**src/core/smws_pkg.sv**
```systemverilog
package smws_pkg;

  // ----------------------------------------------------------------
  // image geometry
  // ----------------------------------------------------------------
  localparam int unsigned IMG_WORDS = 10;
  localparam int unsigned WORD_W    = 16;
  localparam int unsigned IDX_W     = 4;
  localparam int unsigned JOIN_W    = 32;
  localparam logic [3:0]  IDX_LAST  = 4'h9;

  // ----------------------------------------------------------------
  // output image word positions and fields
  // ----------------------------------------------------------------
  localparam logic [3:0]  W_CONTROL   = 4'h0;
  localparam logic [3:0]  W_CFGWORD   = 4'h1;
  localparam logic [3:0]  W_SPEED_HI  = 4'h2;
  localparam logic [3:0]  W_SPEED_LO  = 4'h3;
  localparam logic [3:0]  W_STEPS     = 4'h4;
  localparam logic [3:0]  W_HYB_GAIN  = 4'h5;
  localparam logic [3:0]  W_ENC_PPT   = 4'h6;
  localparam logic [3:0]  W_IDLE_PCT  = 4'h7;
  localparam logic [3:0]  W_MOT_CUR   = 4'h8;
  localparam logic [3:0]  W_LOOP_GAIN = 4'h9;
  localparam int unsigned MODE_BIT    = 15;
  localparam int unsigned MOVE_BIT    = 0;

  // ----------------------------------------------------------------
  // input image status bits
  // ----------------------------------------------------------------
  localparam int unsigned ST_MODE_BIT    = 15;
  localparam int unsigned ST_VALID_BIT   = 14;
  localparam int unsigned ST_REFUSED_BIT = 13;
  localparam int unsigned ST_POWER_BIT   = 12;

  // ----------------------------------------------------------------
  // values after reset, error codes and the join scale
  // ----------------------------------------------------------------
  localparam logic [15:0] CFG_ERR_CODE = 16'h6408;
  localparam logic [15:0] NO_ERR_CODE  = 16'h0000;
  localparam logic [15:0] WORD_RST     = 16'h0000;
  localparam logic        MODE_RST     = 1'b0;
  localparam logic [15:0] JOIN_SCALE   = 16'h03E8;

  // ----------------------------------------------------------------
  // parameter ranges, inclusive
  // ----------------------------------------------------------------
  localparam logic signed [31:0] SPEED_MIN = 32'sh0000_0001;
  localparam logic signed [31:0] SPEED_MAX = 32'sh001E_847F;
  localparam logic signed [15:0] STEPS_MIN = 16'sh00C8;
  localparam logic signed [15:0] STEPS_MAX = 16'sh7FFF;
  localparam logic signed [15:0] HYB_MAX   = 16'sh0003;
  localparam logic signed [15:0] ENC_MAX   = 16'sh7FFF;
  localparam logic signed [15:0] IDLE_MAX  = 16'sh0064;
  localparam logic signed [15:0] CUR_MIN   = 16'sh0001;
  localparam logic signed [15:0] CUR_MAX   = 16'sh0028;
  localparam logic signed [15:0] LOOP_MIN  = 16'sh0001;
  localparam logic signed [15:0] LOOP_MAX  = 16'sh0050;

  // ----------------------------------------------------------------
  // frame handling states, gray from collect to check; check back to collect flips both bits
  // ----------------------------------------------------------------
  typedef enum logic [1:0] {
    SMWS_COLLECT = 2'b00,
    SMWS_JOIN    = 2'b01,
    SMWS_CHECK   = 2'b11
  } smws_state_t;

endpackage : smws_pkg

```
**src/core/smws_word_join.sv**
```systemverilog
`timescale 1ns/1ps
module smws_word_join
  import smws_pkg::*;
(
  input  wire logic                     ref_clk,
  input  wire logic                     rst,
  input  wire logic signed [WORD_W-1:0] hiWord,
  input  wire logic signed [WORD_W-1:0] loWord,
  output logic signed      [JOIN_W-1:0] joined_ff
);

  // ----------------------------------------------------------------
  // pair rebuild
  // ----------------------------------------------------------------
  logic signed [JOIN_W-1:0] nxt_joined;
  logic signed [JOIN_W-1:0] hiScaled;

  // both words carry the sign, so a plain signed sum is exact
  always_comb begin
    hiScaled   = JOIN_W'(hiWord) * $signed({16'h0000, JOIN_SCALE});
    nxt_joined = hiScaled + JOIN_W'(loWord);
  end

  // registered so the range check sees a settled value
  always_ff @(posedge ref_clk) begin
    if (rst) begin
      joined_ff <= '0;
    end else begin
      joined_ff <= nxt_joined;
    end
  end

endmodule : smws_word_join

```
**src/core/smws_core.sv**
```systemverilog
`timescale 1ns/1ps
module smws_core
  import smws_pkg::*;
(
  input  wire logic              ref_clk,
  input  wire logic              rst,
  input  wire logic              hostWrValid,
  input  wire logic              hostWrFirst,
  input  wire logic [WORD_W-1:0] hostWrData,
  input  wire logic              hostRdEn,
  input  wire logic [IDX_W-1:0]  hostRdIdx,
  output logic      [WORD_W-1:0] hostRdData_ff,
  output logic                   hostRdValid_ff,
  output logic                   cfgMode_ff,
  output logic                   cfgValid_ff,
  output logic                   motorPowerEn_ff,
  output logic                   moveStart_ff,
  output logic                   moveRefused_ff,
  output logic                   frameDone_ff
);

  // ----------------------------------------------------------------
  // declarations
  // ----------------------------------------------------------------
  logic        [WORD_W-1:0] imgWords_ff [IMG_WORDS];
  logic        [IDX_W-1:0]  wrIdx_ff;
  logic                     wrOpen_ff;
  smws_state_t              state_ff;
  smws_state_t              nxt_state;
  logic        [WORD_W-1:0] errCode_ff;
  logic                     refusedSeen_ff;
  logic        [WORD_W-1:0] speedHiEcho_ff;
  logic        [WORD_W-1:0] speedLoEcho_ff;
  logic signed [JOIN_W-1:0] speedJoined;
  logic                     wrTake;
  logic        [IDX_W-1:0]  wrSlot;
  logic                     frameEnd;
  logic                     frameMode;
  logic                     cfgGood;
  logic                     moveAsk;
  logic                     checkNow;
  logic        [WORD_W-1:0] statusWord;
  logic        [WORD_W-1:0] rdWord;

  // ----------------------------------------------------------------
  // output image capture
  // ----------------------------------------------------------------
  // a first-word flag restarts the slot count, so a lost word costs
  // only one frame rather than shifting every frame after it
  always_comb begin
    wrSlot   = hostWrFirst ? W_CONTROL : wrIdx_ff;
    wrTake   = hostWrValid && (hostWrFirst || wrOpen_ff);
    frameEnd = wrTake && (wrSlot == IDX_LAST);
  end

  // slot counter; words past the tenth are dropped until a new first
  always_ff @(posedge ref_clk) begin
    if (rst) begin
      wrIdx_ff  <= W_CONTROL;
      wrOpen_ff <= 1'b0;
    end else if (wrTake) begin
      wrIdx_ff  <= wrSlot + 4'h1;
      wrOpen_ff <= !frameEnd;
    end
  end

  // ten-word image store, one 16-bit word per slot
  always_ff @(posedge ref_clk) begin
    if (rst) begin
      for (int i = 0; i < IMG_WORDS; i++) begin
        imgWords_ff[i] <= WORD_RST;
      end
    end else if (wrTake) begin
      imgWords_ff[wrSlot] <= hostWrData;
    end
  end

  // ----------------------------------------------------------------
  // pair rebuild of the starting speed
  // ----------------------------------------------------------------
  smws_word_join u_speed_join (
    .ref_clk   (ref_clk),
    .rst       (rst),
    .hiWord    ($signed(imgWords_ff[W_SPEED_HI])),
    .loWord    ($signed(imgWords_ff[W_SPEED_LO])),
    .joined_ff (speedJoined)
  );

  // ----------------------------------------------------------------
  // frame sequencing
  // ----------------------------------------------------------------
  // one idle cycle lets the joiner register settle before the check
  always_comb begin
    nxt_state = state_ff;
    case (state_ff)
      SMWS_COLLECT: begin
        if (frameEnd) begin
          nxt_state = SMWS_JOIN;
        end
      end
      SMWS_JOIN: begin
        nxt_state = SMWS_CHECK;
      end
      SMWS_CHECK: begin
        nxt_state = SMWS_COLLECT;
      end
      default: begin
        nxt_state = SMWS_COLLECT;
      end
    endcase
  end

  always_ff @(posedge ref_clk) begin
    if (rst) begin
      state_ff <= SMWS_COLLECT;
    end else begin
      state_ff <= nxt_state;
    end
  end

  // a frame arriving during the check is still stored; its mode is
  // judged only when its own last word lands in the collect state
  always_comb begin
    checkNow  = (state_ff == SMWS_CHECK);
    frameMode = imgWords_ff[W_CONTROL][MODE_BIT];
    moveAsk   = imgWords_ff[W_CONTROL][MOVE_BIT];
  end

  // ----------------------------------------------------------------
  // configuration range check
  // ----------------------------------------------------------------
  always_comb begin
    cfgGood = (speedJoined >= SPEED_MIN) && (speedJoined <= SPEED_MAX)
      && ($signed(imgWords_ff[W_STEPS]) >= STEPS_MIN)
      && ($signed(imgWords_ff[W_STEPS]) <= STEPS_MAX)
      && ($signed(imgWords_ff[W_HYB_GAIN]) >= 16'sh0000)
      && ($signed(imgWords_ff[W_HYB_GAIN]) <= HYB_MAX)
      && ($signed(imgWords_ff[W_ENC_PPT]) >= 16'sh0000)
      && ($signed(imgWords_ff[W_ENC_PPT]) <= ENC_MAX)
      && ($signed(imgWords_ff[W_IDLE_PCT]) >= 16'sh0000)
      && ($signed(imgWords_ff[W_IDLE_PCT]) <= IDLE_MAX)
      && ($signed(imgWords_ff[W_MOT_CUR]) >= CUR_MIN)
      && ($signed(imgWords_ff[W_MOT_CUR]) <= CUR_MAX)
      && ($signed(imgWords_ff[W_LOOP_GAIN]) >= LOOP_MIN)
      && ($signed(imgWords_ff[W_LOOP_GAIN]) <= LOOP_MAX);
  end

  // ----------------------------------------------------------------
  // mode selection
  // ----------------------------------------------------------------
  // reset lands in command mode; nothing survives reset, so the host
  // must send a fresh configuration every time
  always_ff @(posedge ref_clk) begin
    if (rst) begin
      cfgMode_ff <= MODE_RST;
    end else if (checkNow) begin
      cfgMode_ff <= frameMode;
    end
  end

  // ----------------------------------------------------------------
  // configuration acceptance and motor power
  // ----------------------------------------------------------------
  // a rejected configuration drops power as well: running a motor on
  // a set the host believes it replaced would be worse than stopping
  always_ff @(posedge ref_clk) begin
    if (rst) begin
      cfgValid_ff     <= 1'b0;
      motorPowerEn_ff <= 1'b0;
    end else if (checkNow && frameMode) begin
      cfgValid_ff     <= cfgGood;
      motorPowerEn_ff <= cfgGood;
    end
  end

  // error word; the same code marks a missing or a rejected set
  always_ff @(posedge ref_clk) begin
    if (rst) begin
      errCode_ff <= CFG_ERR_CODE;
    end else if (checkNow && frameMode) begin
      errCode_ff <= cfgGood ? NO_ERR_CODE : CFG_ERR_CODE;
    end
  end

  // echo of the accepted speed pair, kept exactly as the host split it
  always_ff @(posedge ref_clk) begin
    if (rst) begin
      speedHiEcho_ff <= WORD_RST;
      speedLoEcho_ff <= WORD_RST;
    end else if (checkNow && frameMode && cfgGood) begin
      speedHiEcho_ff <= imgWords_ff[W_SPEED_HI];
      speedLoEcho_ff <= imgWords_ff[W_SPEED_LO];
    end
  end

  // ----------------------------------------------------------------
  // move commands
  // ----------------------------------------------------------------
  // the move bit is read only in command mode; one pulse per frame
  always_ff @(posedge ref_clk) begin
    if (rst) begin
      moveStart_ff   <= 1'b0;
      moveRefused_ff <= 1'b0;
    end else begin
      moveStart_ff   <= checkNow && !frameMode && moveAsk && cfgValid_ff;
      moveRefused_ff <= checkNow && !frameMode && moveAsk
                        && !cfgValid_ff;
    end
  end

  // sticky refusal flag; an accepted move clears it, a new refusal
  // in the same cycle wins
  always_ff @(posedge ref_clk) begin
    if (rst) begin
      refusedSeen_ff <= 1'b0;
    end else if (moveRefused_ff) begin
      refusedSeen_ff <= 1'b1;
    end else if (moveStart_ff || (checkNow && frameMode && cfgGood)) begin
      refusedSeen_ff <= 1'b0;
    end
  end

  // frame completion pulse, one cycle after the check
  always_ff @(posedge ref_clk) begin
    if (rst) begin
      frameDone_ff <= 1'b0;
    end else begin
      frameDone_ff <= checkNow;
    end
  end

  // ----------------------------------------------------------------
  // input image read port
  // ----------------------------------------------------------------
  always_comb begin
    statusWord                 = WORD_RST;
    statusWord[ST_MODE_BIT]    = cfgMode_ff;
    statusWord[ST_VALID_BIT]   = cfgValid_ff;
    statusWord[ST_REFUSED_BIT] = refusedSeen_ff;
    statusWord[ST_POWER_BIT]   = motorPowerEn_ff;
    case (hostRdIdx)
      W_CONTROL:  rdWord = statusWord;
      W_CFGWORD:  rdWord = errCode_ff;
      W_SPEED_HI: rdWord = speedHiEcho_ff;
      W_SPEED_LO: rdWord = speedLoEcho_ff;
      default:    rdWord = WORD_RST;
    endcase
  end

  // four readable slots; indices above three read as zero
  always_ff @(posedge ref_clk) begin
    if (rst) begin
      hostRdData_ff  <= WORD_RST;
      hostRdValid_ff <= 1'b0;
    end else begin
      hostRdValid_ff <= hostRdEn;
      if (hostRdEn) begin
        hostRdData_ff <= rdWord;
      end
    end
  end

endmodule : smws_core

```
**config.mk**
```make
export PLATFORM = sky130hd
export DESIGN_NAME = smws_core
export DESIGN_NICKNAME = d
export VERILOG_FILES = /design/src/core/smws_pkg.sv /design/src/core/smws_word_join.sv /design/src/core/smws_core.sv
export SDC_FILE = /design/constraint.sdc
export NUM_CORES = 1
export LEC_CHECK = 0
export ABC_AREA = 1
export BUFFER_PORTS_ARGS = -buffer_cell sky130_fd_sc_hd__buf_2
export CORE_ASPECT_RATIO = 0.5
export CORE_UTILIZATION = 50
export CTS_CLUSTER_DIAMETER = 200
export DETAILED_ROUTE_END_ITERATION = 16
export PLACE_DENSITY = 0.78
export RECOVER_POWER = 50
export SLEW_MARGIN = 20
export SYNTH_ARGS = -nofsm -noshare
export SYNTH_HDL_FRONTEND = slang
export SYNTH_SLANG_ARGS = --single-unit
```
**constraint.sdc**
```tcl
create_clock -name ref_clk -period 15.6 [get_ports ref_clk]
set_input_delay 1.56 -clock ref_clk [delete_from_list [all_inputs] [get_ports ref_clk]]
set_output_delay 1.56 -clock ref_clk [all_outputs]
set_load 0.02 [all_outputs]
```
* After elaboration in Yosys (flattened, before gate mapping)
Memory sizes are Yosys's and may differ from the RTL's.
Index checks and enable logic that the tools add are counted.
** Word-level totals
- Register bits :: 110
- RAM bits :: 160
- Memories :: 1
** Memories
- imgWords_ff :: words 10, width 16, read ports 9, clocked after memory_dff 0, write ports 10, RTL line smws_core.sv:25 : logic [WORD_W-1:0] imgWords_ff [IMG_WORDS];
** Cells by class
- Add/sub/neg operators :: 2
- Multiply operators :: 1
- Magnitude comparators :: 14
- Equality and inequality tests :: 7
- Multiplexer cells :: 15
- Reductions and logical operators :: 30
** Operators with widths (count)
- 16-bit one-hot mux with 4 select lines :: 1
- 16-bit by 1-bit >= comparator with 1-bit output (second input constant) :: 3
- 16-bit by 2-bit >= comparator with 1-bit output (second input constant) :: 2
- 32-bit by 2-bit >= comparator with 1-bit output (second input constant) :: 1
- 16-bit less-or-equal comparator (second input constant) :: 2
- 16-bit by 8-bit less-or-equal comparator with 1-bit output (second input constant) :: 2
- 32-bit by 22-bit less-or-equal comparator with 1-bit output (second input constant) :: 1
- 27-bit by 16-bit adder with 28-bit output :: 1
- 16-bit by 8-bit multiplier with 24-bit output (second input constant) :: 1
- 1-bit logical AND :: 21
- 16-bit by 9-bit >= comparator with 1-bit output (second input constant) :: 1
- 16-bit by 3-bit less-or-equal comparator with 1-bit output (second input constant) :: 1
- 16-bit by 7-bit less-or-equal comparator with 1-bit output (second input constant) :: 1
- 16-bit two-way mux :: 1
- 16-bit OR reduction :: 1
- 15-bit two-way mux :: 1
- 4-bit by 2-bit equality test with 1-bit output (second input constant) :: 2
- 1-bit two-way mux :: 8
- 4-bit two-way mux :: 2
- 4-bit by 1-bit adder with 4-bit output (second input constant) :: 1
- 4-bit by 1-bit equality test with 1-bit output (second input constant) :: 1
- 4-bit equality test (second input constant) :: 1
- 4-bit zero test :: 1
- 2-bit one-hot mux with 2 select lines :: 1
- 8 further kinds :: 11

* Depth between registers and ports, before layout
- Depth after elaboration :: 18
- Depth in mapped cells :: 28

* Hierarchy
From an unflattened synthesis, not the netlist that was laid out.
** Second synthesis, totals
- Cell total of the unflattened synthesis :: 1824
- Area total of the unflattened synthesis :: 13664.4 um^2
** Modules (own cells, without submodules)
- smws_core :: times used 1, cells each 912, area an instance 7668.6 um^2
- smws_word_join :: times used 1, cells each 912, area an instance 5995.8 um^2

* Worst setup path before layout
Ideal clock, no wire load.
- Kind :: reg2reg
- Start point :: memory imgWords_ff[2][4]
- End point :: register u_speed_join.joined_ff[21]
- Setup time :: 0.070 ns
- Arrival :: 5.100 ns
- Required time :: 15.530 ns
- Slack :: 10.430 ns
- Cell stages (with the launch flop) :: 25
- Buffers on the path :: 0
- Clock period less this slack :: 5.170 ns
- Cells stage by stage :: edfxtp_1 > inv_1 > fa_1 > fa_1 > inv_1 > fa_1 > inv_1 > fa_1 > inv_1 > ha_1 > a21oi_1 > o21ai_0 > a21oi_1 > o21ai_0 > a21oi_1 > xnor2_1 > ha_1 > nand2_1 > nor2_1 > inv_1 > nor2_1 > nand3_1 > o211ai_1 > o21ai_0 > a21oi_1
** RTL lines
- start: declaration :: RTL line smws_core.sv:25
- end signal: assignment :: RTL line smws_word_join.sv:29 : joined_ff <= nxt_joined;
- end: declaration :: RTL line smws_word_join.sv:9 : output logic signed [JOIN_W-1:0] joined_ff

==> metrics.yaml <==
yosysSeqAreaShare_pct: 40.2
cp_slowest_cell: "fa_1"
worstPathArrival_ns: 6.71
async_flop_share_pct: 0
vias: 10200
synth_edf_count: 110
hold_viol_final: 0
wl_met1_mm: 14.3
netlist_area_mm2: 0.0127
cts_tree: "done"
wl_met3_mm: 1.97
clk-insertion-delay-late_ns: 0.52
drt_first_pass_iters: 5
reg2reg_from: "imgWords_ff[2][4]"
synth_top_family_by_area: "simple AND/OR/NAND/NOR gates"
fin_crit_ns: 6.31
setup_viol: 0
vdd_drop_max_uv: 71.4
crit_required_ns: 16.01
dp_hpwl_mm: 23.0
min_from: "state_ff[0]"
fin_ws_ns: 9.29
via_per_inst: 5.19
cpPeakStageDelay_ns: 0.54
groute.usage.overall_pct: 22.9
cts.sinks: 201
final_nets: 1785
period_share_pct: 40.4
htree_levels: 1
max_freq_ghz: 0.159
cp-end-kind: "flip-flop"
fp.dieH_um: 115
ys_seq_elements: 201
syn2layout_area_growth_pct: 8.58
synth_most_common_cell: "inv_1"
yosys_warnings: 0
place_inst: 1925
globalplace.congestion: 0.947
reg2reg_depth: 23
boundaryPins: 48
synth_cell_types: 44
worstPathBufferInverterCount: 5
grt_pass1_wl_mm: 47.6
synth_simple_gate_area_share_pct: 20.7
r2r-end: "u_speed_join.joined_ff[19]"
drv_cap: 3
highest_layer: "met4"
overflow: 0
status: "complete, but fails checks"
postRouteWirelength_mm: 29.9
ant_nets: 0
hold_depth: 2
synth_compound_area_share_pct: 8.03
critPathLaunchType: "flip-flop"
critPathMaxFanout: 6
wl_per_cell_um: 15.3
postSynthCellCount: 1575
crit_family: "adder cells"
start_util_pct: 52.1
tns_ns: 0
rsz0062_at_grt: "no"
die_w_um: 228
critPathLaunch: "imgWords_ff[2][4]"
port_buffers: 47
tightest_slew_ns: 2.73
pre_cts_ws_ns: 9.53
p_per_area_mw_per_mm2: 141
diodes: 0
leakage_uw: 0.00633
core_area_mm2: 0.0245
grt_pass1_vias: 9410
ys_top_cells_by_count: "inv_1, nor2_1, nand2_1"
synth.mux.area_fraction_pct: 0
remaining_drc_errors: 0
drive_gt1_share_pct: 3.94
cts_setup_buffers: 0
ctsResizeCount: 0
ctsHoldBuffers: 0
ys_top_cells_by_area: "edfxtp_1, dfxtp_1, inv_1"
syn_nets: 1749
crit_top_cell: "inv_1"
wl_met2_mm: 13.1
r2r_slack_ns: 9.29
fp-row-count: 40
holdPathEnd: "state_ff[1]"
antenna_found_initial: 0
synth_top_area_share_pct: 25.9
dr.first_iter.drc_count: 893
relSlewSlack_pct: -81.8
cts.path.max_buffers: 3
failed_checks: "max-capacitance violations, max-slew violations"
slew_viol_final: 128
path_cells: "inv_1 -> fa_1 -> fa_1 -> inv_1 -> fa_1 -> inv_1 -> fa_1 -> inv_1 -> ha_1 -> a21oi_1 -> o21ai_0 -> a21oi_1 -> o21ai_0 -> xor2_1 -> ha_1 -> nand2_1 -> nor2_1 -> inv_1 -> nor3_1 -> nand2_1 -> nand2_1 -> o21ai_0 -> a21oi_1"
synth_top_flop_cell: "edfxtp_1"
worstHoldPathType: "flip-flop to flip-flop"
criticalPathCategory: "flip-flop to flip-flop"
dieArea_mm2: 0.0262
fin_cells: 1961
finClkSkew_ns: 0.0181
yosys.area.top_type: "edfxtp_1"
clock-root-buffer: "clkbuf_16"
utilization_pct: 56.5
synth-xor-area-share_pct: 1.79
cts_buffers: 20
grt_start_max_net_pins: 60
path_clk_slew_ns: 0.06
synth_adder_area_share_pct: 18.1
syn_avg_cell_area_um2: 8.09
## worst max path at each step
stage                                 endpoint  slack, ns  cells past startpoint
finish              u_speed_join.joined_ff[19]       9.29                     23
global route        u_speed_join.joined_ff[21]       8.84                     24
CTS                 u_speed_join.joined_ff[21]       9.48                     24
detailed placement  u_speed_join.joined_ff[21]       9.53                     24
global placement    u_speed_join.joined_ff[21]       9.33                     24
floorplan           u_speed_join.joined_ff[21]      10.43                     24
## through the flow
stage | hold slack, ns | instance area, µm² | total power, µW
finish | 0.454 | 13800 | 1950
global route | 0.470 | 13800 | 2090
CTS | 0.454 | 13900 | 1940
detailed placement | 0.445 | 13200 | 1470
global placement | 0.433 | 13200 | 1470
floorplan | 0.428 | 12700 | 1250
## placed cells by master (no fill, tap or decap), types with 5 or more instances in the layout
| cell | synthesis | final |
|---|---|---|
| inv_1 | 328 | 328 |
| nor2_1 | 285 | 286 |
| nand2_1 | 262 | 262 |
| edfxtp_1 | 110 | 110 |
| dfxtp_1 | 91 | 91 |
| a21oi_1 | 90 | 90 |
| ha_1 | 90 | 90 |
| nand3_1 | 64 | 64 |
| fa_1 | 59 | 59 |
| o21ai_0 | 45 | 45 |
| clkbuf_1 | 12 | 29 |
| buf_2 | 15 | 22 |
| clkbuf_16 | 0 | 20 |
| xor2_1 | 17 | 17 |
| o22ai_1 | 14 | 14 |
| nand4_1 | 12 | 12 |
| nor3_1 | 11 | 11 |
| xnor2_1 | 9 | 9 |
| a21o_1 | 6 | 6 |
| o211ai_1 | 6 | 6 |
| clkinv_2 | 0 | 6 |
| o221ai_1 | 5 | 5 |
| clkinv_1 | 2 | 5 |
## layout make-up
class / instances / area, µm²
Clock buffer: 24 / 536
Clock inverter: 12 / 109
Fill cell: 2230 / 10600
Inverter: 330 / 1240
Multi-Input combinational cell: 1008 / 6180
Sequential cell: 201 / 5120
Tap cell: 336 / 420
Timing Repair Buffer: 50 / 219
## metal layers
metal,global-route usage [%],up-vias
li1,-,5004
met1,33.0,4798
met2,36.3,327
met3,3.35,48
met4,6.04,0
met5,0,-
## tightest hold or removal path, stage by stage, from the launching register on
cell,delay [ns]
dfxtp_1,0.31
inv_1,0.07
nor2_1,0.04
## cells by family (layout without fill, tap and decap cells)
group                      after synthesis  in the layout
and+or+nand+nor                        650            650
AOI/OAI and AO/OA                      183            183
xor gates and xnor gates                26             26
DFF                                    201            201
adders and majority gates              149            149
buffers and inverters                  366            416
## sequential cells by signal, indices dropped and copies added, names as in the netlist, 2 cells and up
signal,count
hostRdData_ff,16
u_speed_join.joined_ff,28
state_ff,2
speedLoEcho_ff,16
imgWords_ff,110
wrIdx_ff,4
speedHiEcho_ff,16
## power by group
| part | switching [µW] | internal [µW] |
|---|---|---|
| clock network | 212 | 264 |
| registers | 20.4 | 594 |
| logic | 573 | 288 |
| total | 805 | 1150 |
(Power assumes the default switching activity.)
